===== src/core/pfs_consts.svh =====
// pfs_consts.svh: constants for the pin function select block
// assumes: included by pfs_pkg and by the core modules
`ifndef PFS_CONSTS_SVH
`define PFS_CONSTS_SVH
`define PFS_NUM_PINS      33
`define PFS_NUM_ALTS      5
`define PFS_NUM_SEG       29
`define PFS_NUM_SEG_SHARE 23
`define PFS_DBG_BIT_CYC   16
`define PFS_RST_PIN_IDX   6'h0B
`define PFS_DBG_PIN_IDX   6'h12
`define PFS_SEL_PORT      3'h0
`endif


===== src/core/pfs_pkg.sv =====
// pfs_pkg.sv: types shared by the pin function select block
// assumes: pfs_consts.svh defines the widths
`include "pfs_consts.svh"
package pfs_pkg;
  // one pin's output-side settings, from the port or a peripheral
  typedef struct packed {
    logic out;       // data driven
    logic oe;        // output enable
    logic pull_en;   // pull-up request when input
    logic drive_hi;  // high drive strength
    logic slew_en;   // slew limiter on
  } pfs_pad_ctl_t;
  // mode at the release of reset
  typedef enum logic {PFS_MODE_NORMAL, PFS_MODE_BACKGROUND} pfs_mode_t;
endpackage


===== src/core/pfs_pin_arb.sv =====
// pfs_pin_arb.sv: priority selection for one shared pin
// assumes: requests from port and five alternates arrive as structs
`timescale 1ns/1ns
`include "pfs_consts.svh"
module pfs_pin_arb
  import pfs_pkg::*;
(
  input  wire logic [`PFS_NUM_ALTS-1:0] alt_en_i,  // alternate enables, bit 4 highest
  input  wire pfs_pad_ctl_t             port_i,    // port settings
  input  wire pfs_pad_ctl_t             alt1_i,
  input  wire pfs_pad_ctl_t             alt2_i,
  input  wire pfs_pad_ctl_t             alt3_i,
  input  wire pfs_pad_ctl_t             alt4_i,
  input  wire pfs_pad_ctl_t             alt5_i,
  output pfs_pad_ctl_t                  pad_o,     // winning settings
  output logic [2:0]                    sel_o      // 0 port, n alt n
);
  // highest enabled alternate wins, else the port alone drives
  always_comb begin
    pad_o = port_i;  // RULE_17
    sel_o = `PFS_SEL_PORT;
    if (alt_en_i[4]) begin  // RULE_13
      pad_o = alt5_i;
      sel_o = 3'h5;
    end else if (alt_en_i[3]) begin
      pad_o = alt4_i;
      sel_o = 3'h4;
    end else if (alt_en_i[2]) begin
      pad_o = alt3_i;
      sel_o = 3'h3;
    end else if (alt_en_i[1]) begin
      pad_o = alt2_i;
      sel_o = 3'h2;
    end else if (alt_en_i[0]) begin
      pad_o = alt1_i;
      sel_o = 3'h1;
    end
  end
endmodule


===== src/core/pfs_top.sv =====
// pfs_top.sv: pin function select and reset-time pin configuration
// assumes: one bus clock, pads outside resolve oe/out into levels
// What the document requires
// RULE_01: reset pin is input port after power-on
// RULE_02: enable bit makes it reset until reset
// RULE_03: reset role enables pull-up, low resets
// RULE_04: debug pin low at reset release: background
// RULE_05: after reset debug pin: pull-up, no slew
// RULE_06: every reset sets the debug pin enable
// RULE_07: debug bit time is sixteen controller cycles
// RULE_08: debug pin pseudo open-drain with speed-ups
// RULE_09: 29 segment pins, Hi-Z, port by default
// RULE_10: 33 port pins shared with peripherals
// RULE_11: drive strength, slew, pull-up per pin
// RULE_12: after reset pins are Hi-Z, no pull-up
// RULE_13: highest enabled alternate function owns pin
// RULE_14: software clears flags before enabling interrupts
// RULE_15: software disables sharers before enabling another
// RULE_16: reset pin input only, debug pin output only
// RULE_17: no alternate enabled: port settings rule
`timescale 1ns/1ns
`include "pfs_consts.svh"
module pfs_top
  import pfs_pkg::*;
(
  input  wire logic                          clk_sys_i,
  input  wire logic                          reset_i,          // any reset source
  // software option bits
  input  wire logic                          reset_pin_enable_set_i, // write 1 pulse
  input  wire logic                          debug_pin_enable_clr_i, // write 0 pulse
  // port settings and peripheral requests per pin
  input  wire pfs_pad_ctl_t [`PFS_NUM_PINS-1:0] port_ctl_i,
  input  wire pfs_pad_ctl_t [`PFS_NUM_PINS-1:0] alt1_ctl_i,
  input  wire pfs_pad_ctl_t [`PFS_NUM_PINS-1:0] alt2_ctl_i,
  input  wire pfs_pad_ctl_t [`PFS_NUM_PINS-1:0] alt3_ctl_i,
  input  wire pfs_pad_ctl_t [`PFS_NUM_PINS-1:0] alt4_ctl_i,
  input  wire pfs_pad_ctl_t [`PFS_NUM_PINS-1:0] alt5_ctl_i,
  input  wire logic [`PFS_NUM_PINS-1:0][`PFS_NUM_ALTS-1:0] alt_en_i,
  // segment pins that have no port behind them
  input  wire logic [`PFS_NUM_SEG-`PFS_NUM_SEG_SHARE-1:0] seg_only_en_i,
  input  wire logic [`PFS_NUM_SEG-`PFS_NUM_SEG_SHARE-1:0] seg_only_out_i,
  // pads
  input  wire logic [`PFS_NUM_PINS-1:0]      pad_in_i,
  output logic [`PFS_NUM_PINS-1:0]           pad_out_o,
  output logic [`PFS_NUM_PINS-1:0]           pad_oe_o,
  output logic [`PFS_NUM_PINS-1:0]           pad_pull_o,
  output logic [`PFS_NUM_PINS-1:0]           pad_drive_hi_o,
  output logic [`PFS_NUM_PINS-1:0]           pad_slew_o,
  output logic [`PFS_NUM_SEG-`PFS_NUM_SEG_SHARE-1:0] seg_out_o,
  output logic [`PFS_NUM_SEG-`PFS_NUM_SEG_SHARE-1:0] seg_oe_o,
  // debug controller side of the background debug pin
  input  wire logic                          debug_drive_low_i, // pull line low
  input  wire logic                          debug_speedup_i,   // brief high drive
  output logic                               debug_line_o,      // line level straight from the pad, unregistered
  // status
  output logic                               reset_pin_enable_o,
  output logic                               debug_pin_enable_o,
  output pfs_mode_t                          mode_o,
  output logic                               ext_reset_req_o,  // ask system to reset
  output logic [`PFS_NUM_PINS-1:0][2:0]      pin_sel_o
);
  localparam int NP = `PFS_NUM_PINS;
  localparam int NS = `PFS_NUM_SEG - `PFS_NUM_SEG_SHARE;

  logic       rst_en_r,  rst_en_nxt;   // shared reset pin is reset input
  logic       dbg_en_r,  dbg_en_nxt;   // debug pin owns the shared pin
  logic       first_r,   first_nxt;    // first clock after release
  pfs_mode_t  mode_r,    mode_nxt;     // mode caught at release
  pfs_pad_ctl_t [NP-1:0] arb_pad;      // arbiter winners
  pfs_pad_ctl_t [NP-1:0] pad_nxt;      // final pad settings
  pfs_pad_ctl_t [NP-1:0] pad_r;        // registered pad settings
  logic [NP-1:0][2:0]    sel_w;        // arbiter selections
  logic [NS-1:0]         seg_out_r, seg_oe_r;

  // per-pin priority selection
  genvar g;
  generate
    for (g = 0; g < NP; g = g + 1) begin : g_arb
      pfs_pin_arb u_arb (
        .alt_en_i (alt_en_i[g]),
        .port_i   (port_ctl_i[g]),
        .alt1_i   (alt1_ctl_i[g]),
        .alt2_i   (alt2_ctl_i[g]),
        .alt3_i   (alt3_ctl_i[g]),
        .alt4_i   (alt4_ctl_i[g]),
        .alt5_i   (alt5_ctl_i[g]),
        .pad_o    (arb_pad[g]),
        .sel_o    (sel_w[g])
      );
    end
  endgenerate

  // option bits and the mode strap; no set/clear conflict since both are one-shot writes
  always_comb begin
    rst_en_nxt = rst_en_r | reset_pin_enable_set_i;            // RULE_02
    dbg_en_nxt = dbg_en_r & ~debug_pin_enable_clr_i;
    first_nxt  = 1'b0;
    mode_nxt   = mode_r;
    if (first_r) begin
      // caught by a clocked process after release, never by the reset itself
      mode_nxt = pad_in_i[`PFS_DBG_PIN_IDX] ? PFS_MODE_NORMAL
                                            : PFS_MODE_BACKGROUND; // RULE_04
    end
  end

  // option register; every reset sets debug enable and clears reset enable
  always_ff @(posedge clk_sys_i or posedge reset_i) begin
    if (reset_i) begin
      rst_en_r <= 1'b0;  // RULE_01
      dbg_en_r <= 1'b1;  // RULE_06
      first_r  <= 1'b1;
      mode_r   <= PFS_MODE_NORMAL;
    end else begin
      rst_en_r <= rst_en_nxt;
      dbg_en_r <= dbg_en_nxt;
      first_r  <= first_nxt;
      mode_r   <= mode_nxt;
    end
  end

  // final pad settings with the two special pins overriding arbitration
  always_comb begin
    pad_nxt = arb_pad;
    for (int i = 0; i < NP; i++) begin
      pad_nxt[i].oe = arb_pad[i].oe;                           // RULE_11
    end
    // shared reset pin: input only as port, pulled up as reset
    pad_nxt[`PFS_RST_PIN_IDX].oe      = 1'b0;                  // RULE_16
    pad_nxt[`PFS_RST_PIN_IDX].pull_en = rst_en_r |
                                        arb_pad[`PFS_RST_PIN_IDX].pull_en; // RULE_03
    if (dbg_en_r) begin
      // pseudo open-drain: drive low, or drive high only for the speed-up
      pad_nxt[`PFS_DBG_PIN_IDX].oe       = debug_drive_low_i | debug_speedup_i; // RULE_08
      pad_nxt[`PFS_DBG_PIN_IDX].out      = debug_speedup_i & ~debug_drive_low_i;
      pad_nxt[`PFS_DBG_PIN_IDX].pull_en  = 1'b1;               // RULE_05
      pad_nxt[`PFS_DBG_PIN_IDX].drive_hi = 1'b0;
      pad_nxt[`PFS_DBG_PIN_IDX].slew_en  = 1'b0;
    end else begin
      pad_nxt[`PFS_DBG_PIN_IDX].oe = 1'b1;                     // RULE_16
    end
  end

  // pad registers; reset leaves every pin a floating input
  always_ff @(posedge clk_sys_i or posedge reset_i) begin
    if (reset_i) begin
      pad_r     <= '0;   // RULE_12 RULE_09
      seg_out_r <= '0;
      seg_oe_r  <= '0;
    end else begin
      pad_r     <= pad_nxt;  // RULE_10
      seg_out_r <= seg_only_out_i;
      seg_oe_r  <= seg_only_en_i;
    end
  end

  // outputs; the debug line is combinational so bit timing (RULE_07) stays
  // with the controller, which may run at bus rate
  always_comb begin
    for (int i = 0; i < NP; i++) begin
      pad_out_o[i]      = pad_r[i].out;
      pad_oe_o[i]       = pad_r[i].oe;
      pad_pull_o[i]     = pad_r[i].pull_en;
      pad_drive_hi_o[i] = pad_r[i].drive_hi;
      pad_slew_o[i]     = pad_r[i].slew_en;
    end
  end
  assign seg_out_o          = seg_out_r;
  assign seg_oe_o           = seg_oe_r;
  assign debug_line_o       = pad_in_i[`PFS_DBG_PIN_IDX];      // RULE_07
  assign reset_pin_enable_o = rst_en_r;
  assign debug_pin_enable_o = dbg_en_r;
  assign mode_o             = mode_r;
  assign ext_reset_req_o    = rst_en_r & ~pad_in_i[`PFS_RST_PIN_IDX]; // RULE_03
  assign pin_sel_o          = sel_w;

  // reset-pin enable, once set, stays until reset
  property p_rst_sticky;
    @(posedge clk_sys_i) disable iff (reset_i) rst_en_r |=> rst_en_r;
  endproperty
  a_rst_sticky: assert property (p_rst_sticky) else $error("reset pin enable dropped"); // RULE_02

  property p_rst_pull;
    @(posedge clk_sys_i) disable iff (reset_i)
      rst_en_r |=> pad_pull_o[`PFS_RST_PIN_IDX];
  endproperty
  a_rst_pull: assert property (p_rst_pull) else $error("reset pin pull-up off"); // RULE_03

  property p_rst_in_only;
    @(posedge clk_sys_i) disable iff (reset_i) !pad_oe_o[`PFS_RST_PIN_IDX];
  endproperty
  a_rst_in_only: assert property (p_rst_in_only) else $error("reset pin driven"); // RULE_16

  property p_mode_strap;
    @(posedge clk_sys_i) disable iff (reset_i)
      first_r && !pad_in_i[`PFS_DBG_PIN_IDX] |=> mode_o == PFS_MODE_BACKGROUND;
  endproperty
  a_mode_strap: assert property (p_mode_strap) else $error("strap not caught"); // RULE_04

  property p_dbg_pad;
    @(posedge clk_sys_i) disable iff (reset_i)
      dbg_en_r ##1 dbg_en_r |-> pad_pull_o[`PFS_DBG_PIN_IDX] && !pad_slew_o[`PFS_DBG_PIN_IDX];
  endproperty
  a_dbg_pad: assert property (p_dbg_pad) else $error("debug pad settings wrong"); // RULE_05

  property p_dbg_od;
    @(posedge clk_sys_i) disable iff (reset_i)
      dbg_en_r && !debug_speedup_i && debug_drive_low_i |=> pad_oe_o[`PFS_DBG_PIN_IDX]
        && !pad_out_o[`PFS_DBG_PIN_IDX];
  endproperty
  a_dbg_od: assert property (p_dbg_od) else $error("debug pin not pulled low"); // RULE_08

  property p_prio;
    @(posedge clk_sys_i) disable iff (reset_i)
      alt_en_i[0][4] |-> pin_sel_o[0] == 3'h5;
  endproperty
  a_prio: assert property (p_prio) else $error("priority lost"); // RULE_13

  property p_port_only;
    @(posedge clk_sys_i) disable iff (reset_i)
      alt_en_i[1] == '0 |=> pad_oe_o[1] == $past(port_ctl_i[1].oe);
  endproperty
  a_port_only: assert property (p_port_only) else $error("port not in control"); // RULE_17
endmodule


===== config.mk =====
export PLATFORM = sky130hd
export DESIGN_NAME = pfs_top
export DESIGN_NICKNAME = d
export VERILOG_FILES = /design/src/core/pfs_pkg.sv /design/src/core/pfs_pin_arb.sv /design/src/core/pfs_top.sv
export VERILOG_INCLUDE_DIRS = /design/src /design/src/core
export SDC_FILE = /design/constraint.sdc
export NUM_CORES = 1
export LEC_CHECK = 0
export ABC_AREA = 1
export BUFFER_PORTS_ARGS = -buffer_cell sky130_fd_sc_hd__buf_2
export CORE_AREA = 5 5 578 580
export DETAILED_ROUTE_END_ITERATION = 7
export DIE_AREA = 0 0 583 585
export GPL_TIMING_DRIVEN = 0
export PLACE_DENSITY = 0.3
export SKIP_LAST_GASP = 1
export SYNTH_ARGS = -nofsm -noshare
export SYNTH_HDL_FRONTEND = slang
export SYNTH_HIERARCHICAL = 1
export SYNTH_SLANG_ARGS = --single-unit
export TNS_END_PERCENT = 50

===== constraint.sdc =====
create_clock -name clk_sys_i -period 6.97 [get_ports clk_sys_i]
set_clock_uncertainty 0.05 [all_clocks]
set_input_delay 0.3485 -clock clk_sys_i [delete_from_list [all_inputs] [get_ports clk_sys_i]]
set_output_delay 0.3485 -clock clk_sys_i [all_outputs]
set_load 0.005 [all_outputs]

# [After elaboration in Yosys (flattened, before gate mapping)]
# Cells that the tools add are included.
[word_totals] output_inout_bits=281 elab_cells=513 reg_bits=180
[op_classes] mux=334 n_bitwise=9
[op_table] cell="$mux W5" count=165
[op_table] cell="$mux W3" count=133
[op_table] cell="$mux W1" count=36
[op_table] cell="$and A1 B1 Y1" count=3
[op_table] cell="$not A1 Y1" count=3
[op_table] cell="$or A1 B1 Y1" count=3

# [Longest topological paths before layout]
# Gate-level depths: netlist (run 1).
[logic_depth] word_depth=6 depth_mapped=9 depth_no_buf=8

# [Modules after synthesis]
# The synthesis (run 1) kept the hierarchy.
[by_module_without_submodules] module="pfs_pin_arb" cells_each=92 area_each_um2=376.6 n_inst=33 seq_area_each_um2=0.0
[by_module_without_submodules] module="pfs_top" cells_each=204 area_each_um2=4614.4 n_inst=1 seq_area_each_um2=4506.8

# [Worst setup path after synthesis (run 1)]
# Ideal clock, no wire load.
[synth_path] kind="input port to flip-flop" startpoint="input port alt_en_i[58] (netlist name)" endpoint="register pad_r (netlist bit pad_pull_o[11])" arrival_ps=1005 stages=8 t_required_ps=6796 path_slack_ps=5791 setup_ps=124 path_buffers=1 cell_sequence="inv_2 > clkbuf_4 > nand2_1 > nor2_1 > nand2_1 > nand2_1 > nand2_1 > or2_1"
[synth_lines] item="start: declaration" line="pfs_top.sv:38" text="input wire logic [`PFS_NUM_PINS-1:0][`PFS_NUM_ALTS-1:0] alt_en_i,"
[synth_lines] item="end signal: assignment" line="pfs_top.sv:150" text="pad_r <= pad_nxt;"
[synth_lines] item="end: declaration" line="pfs_top.sv:71" text="pfs_pad_ctl_t [NP-1:0] pad_r;"

# [Worst setup path in the final report (run 1)]
[layout_path] startpoint="register rst_en_r (netlist: reset_pin_enable_o)" endpoint="output port ext_reset_req_o"
[layout_via] elab_chain_cells=1
[layout_lines] item="start: declaration" line="pfs_top.sv:65" text="logic rst_en_r, rst_en_nxt;"
[layout_lines] item="start signal: assignment" line="pfs_top.sv:114" text="rst_en_r <= rst_en_nxt;"
[layout_lines] item="$and A1 B1 Y1" line="pfs_top.sv:173" text="assign ext_reset_req_o = rst_en_r & ~pad_in_i[`PFS_RST_PIN_IDX];"
[layout_lines] item="end: declaration" line="pfs_top.sv:59" text="output logic ext_reset_req_o,"
# No other way between the ends.

==> metrics.txt, run 1 <==
first drt pass iteration count 5; number of global-route vias before repair 27.2k; syn_area_per_cell 5.27 sq um; met2 WL 111000 um; Pins Over Slew Limit 0; pin count of the biggest net entering global routing 73; Mapped Area 16900 sq um; Iter 0 DRT Violations 1487; slew at the pin with the worst max-slew slack 0.964 ns; Die X-Extent 583 um; Sink Count 180; crit path DAT 2.12 ns; CTS Hold Bufs 259; worst-path maximum fanout 4; vias 27.1k; Leakage 17.6 nW; critical path required time 6.57 ns; TNS Setup 0 ns; Total GRT Usage 0.137; CP top delay family flip-flops; Residual DRC 0; Via-to-Cell Ratio 2.90; nets 6141; final-report hold violation count 0; core area 329000 sq um; share of cells above drive strength 1 0.359; WL per Instance 26.1 um; antenna-violating nets left 0; RSZ-0062 raised after global routing false; CTS tree done; htree depth 4; # Post-CTS Setup Buffers 0; Crit Path Class reg -> out; pwr dens 132 nW/um^2; Syn Inst Count 3208; GRT overflow 0; Die Height 585 um; Layout area overhead 95.5%; first-pass GRT wire length 299000 um; port bufs 1442; Slew HR 0.358; Die Footprint 341000 sq um; Worst setup EP type output pin; fin crit share 0.362; Ys Warns 6; # rows 211; RePlAce Congestion 0.901; most common cell after layout, fill and taps aside buf_2; initial antenna violation count 279; combinational share of power 0.408; Sw Ratio 0.426; CTS root buf clkbuf_16; Slowest cell on crit path dfrtp_1; fmax 396 MHz; Setup-failing EPs final 0; clk_lat worst skew 0.58 ns; placed cell count 9019; crit path launch type flop; internal power 0.00250 W; Clock power frac 0.325; CTS Buffer Depth 3; post-layout min period 2.52 ns; total of max-cap violations 0; Final HPWL DP 225000 um; top layer in use met5; NetSw 0.00186 W; Hold WC Path Type in -> reg; Non-Filler Instances 9365; CTS buffer count 21; status finished clean; CTS clock-pin slew for the worst setup and hold paths 0.12 ns; slowest cell delay on critical path 0.64 ns; met3 WL 35800 um; sequential power share 0.267; CP cell instances inv_1 -> nor2_1 -> buf_2; Util after Layout 0.101; initial core utilization 0.0515; metal1 wirelength 90500 um; worst vdd ir 0.000111 V; Buf+Inv Stages, Crit Path 2; post_cts resized 0; Routed WL 244000 um; most frequent cells in the layout buf_2 (1442), nand2_1 (1407), nor2_1 (723), inv_1 (365), dlygate4sd3_1 (259); num ports 1487
## final timing paths
path | end | cells past startpoint | slack, ns | from
worst max-delay path | ext_reset_req_o | 3 | 4.45 | reset_pin_enable_o
worst min register to register | mode_o | 2 | 0.46 | mode_o
max in group asynchronous | pad_oe_o[15] | 5 | 5.20 | reset_i
worst max register to register | pad_out_o[18] | 2 | 5.72 | debug_pin_enable_o
min in group asynchronous | pad_out_o[5] | 3 | 0.27 | reset_i
worst min-delay path | pad_drive_hi_o[21] | 3 | 0.01 | alt5_ctl_i[106]
## routing by layer
| metal | track usage | up-vias |
|---|---|---|
| li1 | - | 12900 |
| met1 | 0.149 | 12100 |
| met2 | 0.224 | 1550 |
| met3 | 0.0847 | 488 |
| met4 | 0.0320 | 152 |
| met5 | 0 | - |
## power by group through the flow
stage / sequential (W) / combinational (W) / clock, W
floorplan: 0.00119 / 0.000547 / 0
detailed placement: 0.00118 / 0.00167 / 0
CTS: 0.00116 / 0.00184 / 0.00157
finish: 0.00116 / 0.00178 / 0.00141
global route: 0.00117 / 0.00197 / 0.00156
global placement: 0.00118 / 0.00167 / 0
## registers in the layout (all words and copies together), names as in the netlist, 6 cells and up
signal          flops
pad_pull_o         33
seg_out_o           6
seg_oe_o            6
pad_out_o          33
pad_slew_o         33
pad_oe_o           32
pad_drive_hi_o     33
## stage by stage
step | setup slack, ns | area [sq um] | power, W | hold slack, ns
2_1_floorplan | 1.69 | 16900 | 0.00174 | 0.330
3_3_place_gp | -4.81 | 29600 | 0.00285 | 0.407
3_5_place_dp | 4.64 | 29700 | 0.00285 | 0.391
4_1_cts | 4.25 | 32900 | 0.00457 | 0.00159
5_1_grt | 4.37 | 33000 | 0.00470 | 0.00760
6_report | 4.45 | 33100 | 0.00435 | 0.0112
## cell type report
cell class / count / area, sq um
fillers: 39600 / 296000
multi-input cells: 2496 / 10000
repair buffers: 1703 / 9860
well taps: 4366 / 5460
flip-flops and latches: 180 / 4510
inverters: 432 / 1630
plain buffers: 101 / 758
clock buffers: 24 / 547
diodes: 54 / 135
clock inverters: 9 / 131
## tightest hold or removal path: stages
cell and delay [ns]:
buf_2 0.08, nand2_1 0.04, nand2_1 0.16
Power figures use the tool's default switching activity.
==> run 2: changes to the inputs <==
--- a/config.mk
+++ b/config.mk
@@ -6,11 +6,11 @@
 export SDC_FILE = /design/constraint.sdc
 export NUM_CORES = 1
 export LEC_CHECK = 0
-export ABC_AREA = 1
+export ABC_AREA = 0
 export BUFFER_PORTS_ARGS = -buffer_cell sky130_fd_sc_hd__buf_2
-export CORE_AREA = 5 5 578 580
+export CORE_AREA = 5 5 571 573
 export DETAILED_ROUTE_END_ITERATION = 7
-export DIE_AREA = 0 0 583 585
+export DIE_AREA = 0 0 576 578
 export GPL_TIMING_DRIVEN = 0
 export PLACE_DENSITY = 0.3
 export SKIP_LAST_GASP = 1
==> constraint.sdc (replaced) <==
create_clock -name clk_sys_i -period 2.2 [get_ports clk_sys_i]
set_clock_uncertainty 0.05 [all_clocks]
set_input_delay 0.11 -clock clk_sys_i [delete_from_list [all_inputs] [get_ports clk_sys_i]]
set_output_delay 0.11 -clock clk_sys_i [all_outputs]
set_load 0.005 [all_outputs]
==> metrics.txt, run 2 <==
Total GRT Usage 0.137 (about the same); Multi-input gate area 9060 sq um (was 10000 sq um); vias 23.2k (was 27.1k); Post-DP Area 27700 sq um (was 29700 sq um); Leakage 14.5 nW (was 17.6 nW); Endpoint, Worst Hold pad_pull_o[18] (was pad_drive_hi_o[21]); most common cell after layout, fill and taps aside buf_2 (unchanged); Place WS 0.286 ns (was 4.64 ns); Layout area overhead 109% (was 95.5%); fill count 37.6k (was 39.6k); critical path required time 2.61 ns (was 6.57 ns); # rows 208 (was 211); Reg-to-Reg End pad_out_o[18] (unchanged); first drt pass iteration count 5 (unchanged); reg-to-reg startpoint debug_pin_enable_o (unchanged); Pwr Total 0.0138 W (was 0.00435 W); Slew HR 0.297 (was 0.358); num ports 1487 (unchanged); Hold Crit Depth 3 (unchanged); core area 320000 sq um (was 329000 sq um); Final HPWL DP 224000 um (was 225000 um); clk_lat worst skew 0.59 ns (was 0.58 ns); pin count of the biggest net entering global routing 31 (was 73); crit path DAT 2.38 ns (was 2.12 ns); CTS buffer count 21 (unchanged); Die Height 578 um (was 585 um); Crit Path Class in -> reg (was reg -> out); GRT overflow 0 (unchanged); Worst setup EP type flop (was output pin); Hold WC Path Type in -> reg (unchanged); CTS clock-pin slew for the worst setup and hold paths 0.11 ns (was 0.12 ns); CTS root buf clkbuf_16 (unchanged); nets 4682 (was 6141); R2R Setup Slk 0.66 ns (was 5.72 ns); syn_area_per_cell 8.98 sq um (was 5.27 sq um); WL per Instance 31.1 um (was 26.1 um); Setup-failing EPs final 0 (unchanged); fmax 507 MHz; Syn Inst Count 1702 (was 3208); first-pass GRT wire length 291000 um (was 299000 um); slew at the pin with the worst max-slew slack 1.02 ns (was 0.964 ns); port bufs 1409 (was 1442); CTS Buffer Depth 3 (unchanged); final-report hold violation count 0 (unchanged); initial antenna violation count 283 (was 279); share of cells above drive strength 1 0.501 (was 0.359); # Post-CTS Setup Buffers 0 (unchanged); most frequent cells in the layout buf_2 (1442), a21oi_1 (359), dlygate4sd3_1 (334), inv_1 (198), dfrtp_1 (178) (was buf_2 (1442), nand2_1 (1407), nor2_1 (723), inv_1 (365), dlygate4sd3_1 (259)); CP startpoint alt_en_i[160] (was reset_pin_enable_o); Residual DRC 0 (unchanged); htree depth 4 (unchanged); Mapped Area 15300 sq um (was 16900 sq um); post_cts resized 0 (unchanged); status finished clean (unchanged); antenna-violating nets left 0 (unchanged); worst vdd ir 0.000375 V (was 0.000111 V); Sequential cell area 4510 sq um (unchanged); Via-to-Cell Ratio 2.99 (was 2.90); initial core utilization 0.0477 (was 0.0515); RePlAce Congestion 0.971 (was 0.901); post-layout min period 1.97 ns; pwr dens 431 nW/um^2 (was 132 nW/um^2); worst-path maximum fanout 6 (was 4); CTS tree done (unchanged); Iter 0 DRT Violations 1227 (was 1487); crit path launch type input port (was flop); Routed WL 241000 um (was 244000 um); Die X-Extent 576 um (was 583 um); number of global-route vias before repair 23.6k (was 27.2k); Ys Warns 6 (unchanged); fin crit share 0.896; cell depth of the worst flop-to-flop path 3 (was 2); total of max-cap violations 0 (unchanged); RSZ-0062 raised after global routing false (unchanged); Hold Crit Start alt5_ctl_i[92] (was alt5_ctl_i[106]); Die Footprint 333000 sq um (was 341000 sq um); Sink Count 180 (unchanged); Pins Over Slew Limit 0 (unchanged); design area 32000 sq um (was 33100 sq um); setup ws final 0.228 ns (was 4.45 ns)
==> run 2: area by class of cell <==
class                   instances  share of cell area
repair buffers               1750               0.330
multi-input cells            1157               0.284
flip-flops and latches        180               0.141
well taps                    4200               0.164
diodes                         76             0.00595
plain buffers                 167              0.0302
clock inverters                 8             0.00407
inverters                     199              0.0235
clock buffers                  24              0.0174
==> run 2: timing repair <==
action	CTS	global route
endpoints found under the hold margin	237	0
endpoints found under the setup margin	0	0
hold buffers	334	0
==> run 2: stage by stage <==
step           instances  hold WS (ns)    util  TNS [ns]
2_1_floorplan       1703        0.0914       -    -47.52
3_3_place_gp        7312         0.169  0.0862   -590.91
3_5_place_dp        7319         0.157  0.0867         0
4_1_cts             7685        0.0116  0.0993         0
5_1_grt             7720        0.0303  0.0995         0
6_report            7761        0.0306  0.0998         0
==> run 2: how the worst max path moves through the flow <==
stage | endpoint | slack, ns | cells after the start
5_1_grt | pad_drive_hi_o[32] | 0.28 | 6
4_1_cts | pad_drive_hi_o[32] | 0.39 | 6
6_report | pad_drive_hi_o[32] | 0.23 | 6
3_3_place_gp | pad_pull_o[29] | -3.43 | 2
2_1_floorplan | mode_o | -0.27 | 1
3_5_place_dp | pad_out_o[29] | 0.29 | 4
==> run 2: per-layer routing <==
layer  vias up  GRT usage  share of wire
met5         -          0         0.0038
met4       140     0.0342          0.036
met3       524     0.0795           0.13
met2      1660      0.222           0.44
met1     11100      0.155           0.38
li1       9819          -              -
==> run 2: worst max-delay path: stages <==
cell           delay, ns
clkbuf_2            0.28
mux2i_1             0.58
o211ai_2            0.11
dlygate4sd3_1       0.57
a22o_1              0.17
dlygate4sd3_1       0.55
==> run 2: power breakdown <==
group / switching (W) / total, W / internal, W
logic: 0.00322 / 0.00569 / 0.00247
clock network: 0.00222 / 0.00442 / 0.00220
registers: 0.0000895 / 0.00368 / 0.00359
total: 0.00553 / 0.0138 / 0.00826
==> run 3: changes to the inputs <==
--- a/config.mk
+++ b/config.mk
@@ -6,11 +6,11 @@
 export SDC_FILE = /design/constraint.sdc
 export NUM_CORES = 1
 export LEC_CHECK = 0
-export ABC_AREA = 0
+export ABC_AREA = 1
 export BUFFER_PORTS_ARGS = -buffer_cell sky130_fd_sc_hd__buf_2
-export CORE_AREA = 5 5 571 573
+export CORE_AREA = 5 5 584 586
 export DETAILED_ROUTE_END_ITERATION = 7
-export DIE_AREA = 0 0 576 578
+export DIE_AREA = 0 0 589 591
 export GPL_TIMING_DRIVEN = 0
 export PLACE_DENSITY = 0.3
 export SKIP_LAST_GASP = 1
==> metrics.txt, run 3 (same netlist as run 1, synthesis figures left out) <==
sequential power share 0.266 (was 0.267); Sw Ratio 0.424 (was 0.401); antenna-violating nets left 0 (unchanged); pwr dens 396 nW/um^2 (was 431 nW/um^2); Setup-failing EPs final 0 (unchanged); number of global-route vias before repair 27.6k (was 23.6k); # rows 213 (was 208); RePlAce Congestion 0.921 (was 0.971); Endpoint, Worst Hold pad_out_o[22] (was pad_pull_o[18]); CTS root buf clkbuf_16 (unchanged); CTS tree done (unchanged); core area 335000 sq um (was 320000 sq um); Post-DP Area 29800 sq um (was 27700 sq um); fill count 40.2k (was 37.6k); pin count of the biggest net entering global routing 31 (unchanged); design area 34800 sq um (was 32000 sq um); Die Height 591 um (was 578 um); cell depth of the worst flop-to-flop path 4 (was 3); crit path DAT 2.79 ns (was 2.38 ns); RSZ-0062 raised after global routing false (unchanged); post-layout min period 2.05 ns (was 1.97 ns); Sink Count 180 (unchanged); Hold Crit Start alt4_ctl_i[114] (was alt5_ctl_i[92]); WL per Instance 24.4 um (was 31.1 um); Leakage 18.2 nW (was 14.5 nW); top layer in use met5 (unchanged); Slew HR 0.426 (was 0.297); # Post-CTS Setup Buffers 0 (unchanged); fin crit share 0.933 (was 0.896); Routed WL 234000 um (was 241000 um); Hold WC Path Type in -> reg (unchanged); CTS buffer count 21 (unchanged); initial core utilization 0.0505 (was 0.0477); htree depth 4 (unchanged); nets 6314 (was 4682); port bufs 1442 (was 1409); Residual DRC 0 (unchanged); slew at the pin with the worst max-slew slack 0.861 ns (was 1.02 ns); most frequent cells in the layout buf_2 (1442), nand2_1 (1407), nor2_1 (723), dlygate4sd3_1 (427), inv_1 (365) (was buf_2 (1442), a21oi_1 (359), dlygate4sd3_1 (334), inv_1 (198), dfrtp_1 (178)); Die Footprint 348000 sq um (was 333000 sq um); Crit Path Class in -> async (was in -> reg); Reg-to-Reg End pad_out_o[18] (unchanged); setup ws final 0.148 ns (was 0.228 ns); met3 WL 32200 um (about the same); Worst setup EP type asynchronous set/reset pin (was flop); first-pass GRT wire length 290000 um (was 291000 um); metal1 wirelength 86900 um (was 92400 um); critical path required time 2.94 ns (was 2.61 ns); NetSw 0.00585 W (was 0.00553 W); initial antenna violation count 218 (was 283); clk_lat worst skew 0.61 ns (was 0.59 ns); Die X-Extent 589 um (was 576 um); Util after Layout 0.104 (was 0.0998); fmax 487 MHz (was 507 MHz); R2R Setup Slk 0.66 ns (about the same); most common cell after layout, fill and taps aside buf_2 (unchanged); Hold Crit Depth 5 (was 3); internal power 0.00794 W (was 0.00826 W); num ports 1487 (unchanged); worst vdd ir 0.000327 V (was 0.000375 V); Total GRT Usage 0.128 (was 0.137); Via-to-Cell Ratio 2.88 (was 2.99); final-report hold violation count 0 (unchanged); worst-path maximum fanout 29 (was 6); Final HPWL DP 215000 um (was 224000 um); crit path launch type input port (unchanged); Clock power frac 0.306 (was 0.321); total of max-cap violations 0 (unchanged); met2 WL 105000 um (was 107000 um); Place WS 0.363 ns (was 0.286 ns); reg-to-reg startpoint debug_pin_enable_o (unchanged); status finished clean (unchanged); share of cells above drive strength 1 0.348 (was 0.501); TNS Setup 0 ns (unchanged); Pins Over Slew Limit 0 (unchanged); combinational share of power 0.428 (was 0.412); CTS clock-pin slew for the worst setup and hold paths 0.08 ns (was 0.11 ns); Layout area overhead 106% (was 109%); CTS Buffer Depth 3 (unchanged); first drt pass iteration count 5 (unchanged); Iter 0 DRT Violations 1346 (was 1227); vias 27.5k (was 23.2k); GRT overflow 0 (unchanged)
-- run 3: timing repair --
action                     4_1_cts  5_1_grt
resized for setup                1        0
setup endpoints to repair        1        1
cloned                           0        0
hold buffers                   427        1
hold endpoints to repair       228        1
-- run 3: layer usage --
| metal | vias to the layer above | global-route usage |
|---|---|---|
| met5 | - | 0 |
| met4 | 124 | 0.0362 |
| met3 | 461 | 0.0768 |
| met2 | 1519 | 0.211 |
| met1 | 12200 | 0.139 |
| li1 | 13200 | - |
-- run 3: worst max-delay path by stage --
stage	start	end	slack (ns)	cells after the start
floorplan	reset_i	mode_o	-0.27	1
global placement	reset_i	seg_oe_o[4]	-3.45	2
detailed placement	alt_en_i[86]	pad_slew_o[17]	0.36	6
CTS	alt4_ctl_i[53]	pad_oe_o[10]	0.07	9
global route	reset_i	pad_out_o[4]	0.003	8
finish	reset_i	pad_out_o[4]	0.15	8
-- run 3: power by group through the flow --
stage | clock [W] | combinational [W] | sequential [W]
floorplan | 0 | 0.00173 | 0.00378
global placement | 0 | 0.00527 | 0.00373
detailed placement | 0 | 0.00528 | 0.00373
CTS | 0.00469 | 0.00610 | 0.00367
global route | 0.00467 | 0.00654 | 0.00370
finish | 0.00422 | 0.00591 | 0.00367
-- run 3: stage by stage --
| step | hold slack (ns) | total power, W | std cells |
|---|---|---|---|
| floorplan | 0.0914 | 0.00551 | 3209 |
| global placement | 0.169 | 0.00900 | 9058 |
| detailed placement | 0.142 | 0.00901 | 9065 |
| CTS | 0.00230 | 0.0145 | 9524 |
| global route | 0.0409 | 0.0149 | 9546 |
| finish | 0.0426 | 0.0138 | 9567 |
-- run 3: final cells by class --
class,count,area (sq um),area share
Inverter,432,1630,0.0467
Clock inverter,10,101,0.00291
Sequential cell,180,4510,0.130
Tap cell,4407,5510,0.158
Multi-Input combinational cell,2496,10000,0.288
Timing Repair Buffer,1876,11600,0.334
Clock buffer,22,529,0.0152
Antenna cell,43,108,0.00309
Buffer,101,759,0.0218
-- run 3: worst max-delay path, stage by stage --
cell	delay, ns
dlygate4sd3_1	0.54
buf_2	0.12
dlygate4sd3_1	0.58
clkinvlp_4	0.35
buf_12	0.23
buf_12	0.24
buf_12	0.24
buf_12	0.23
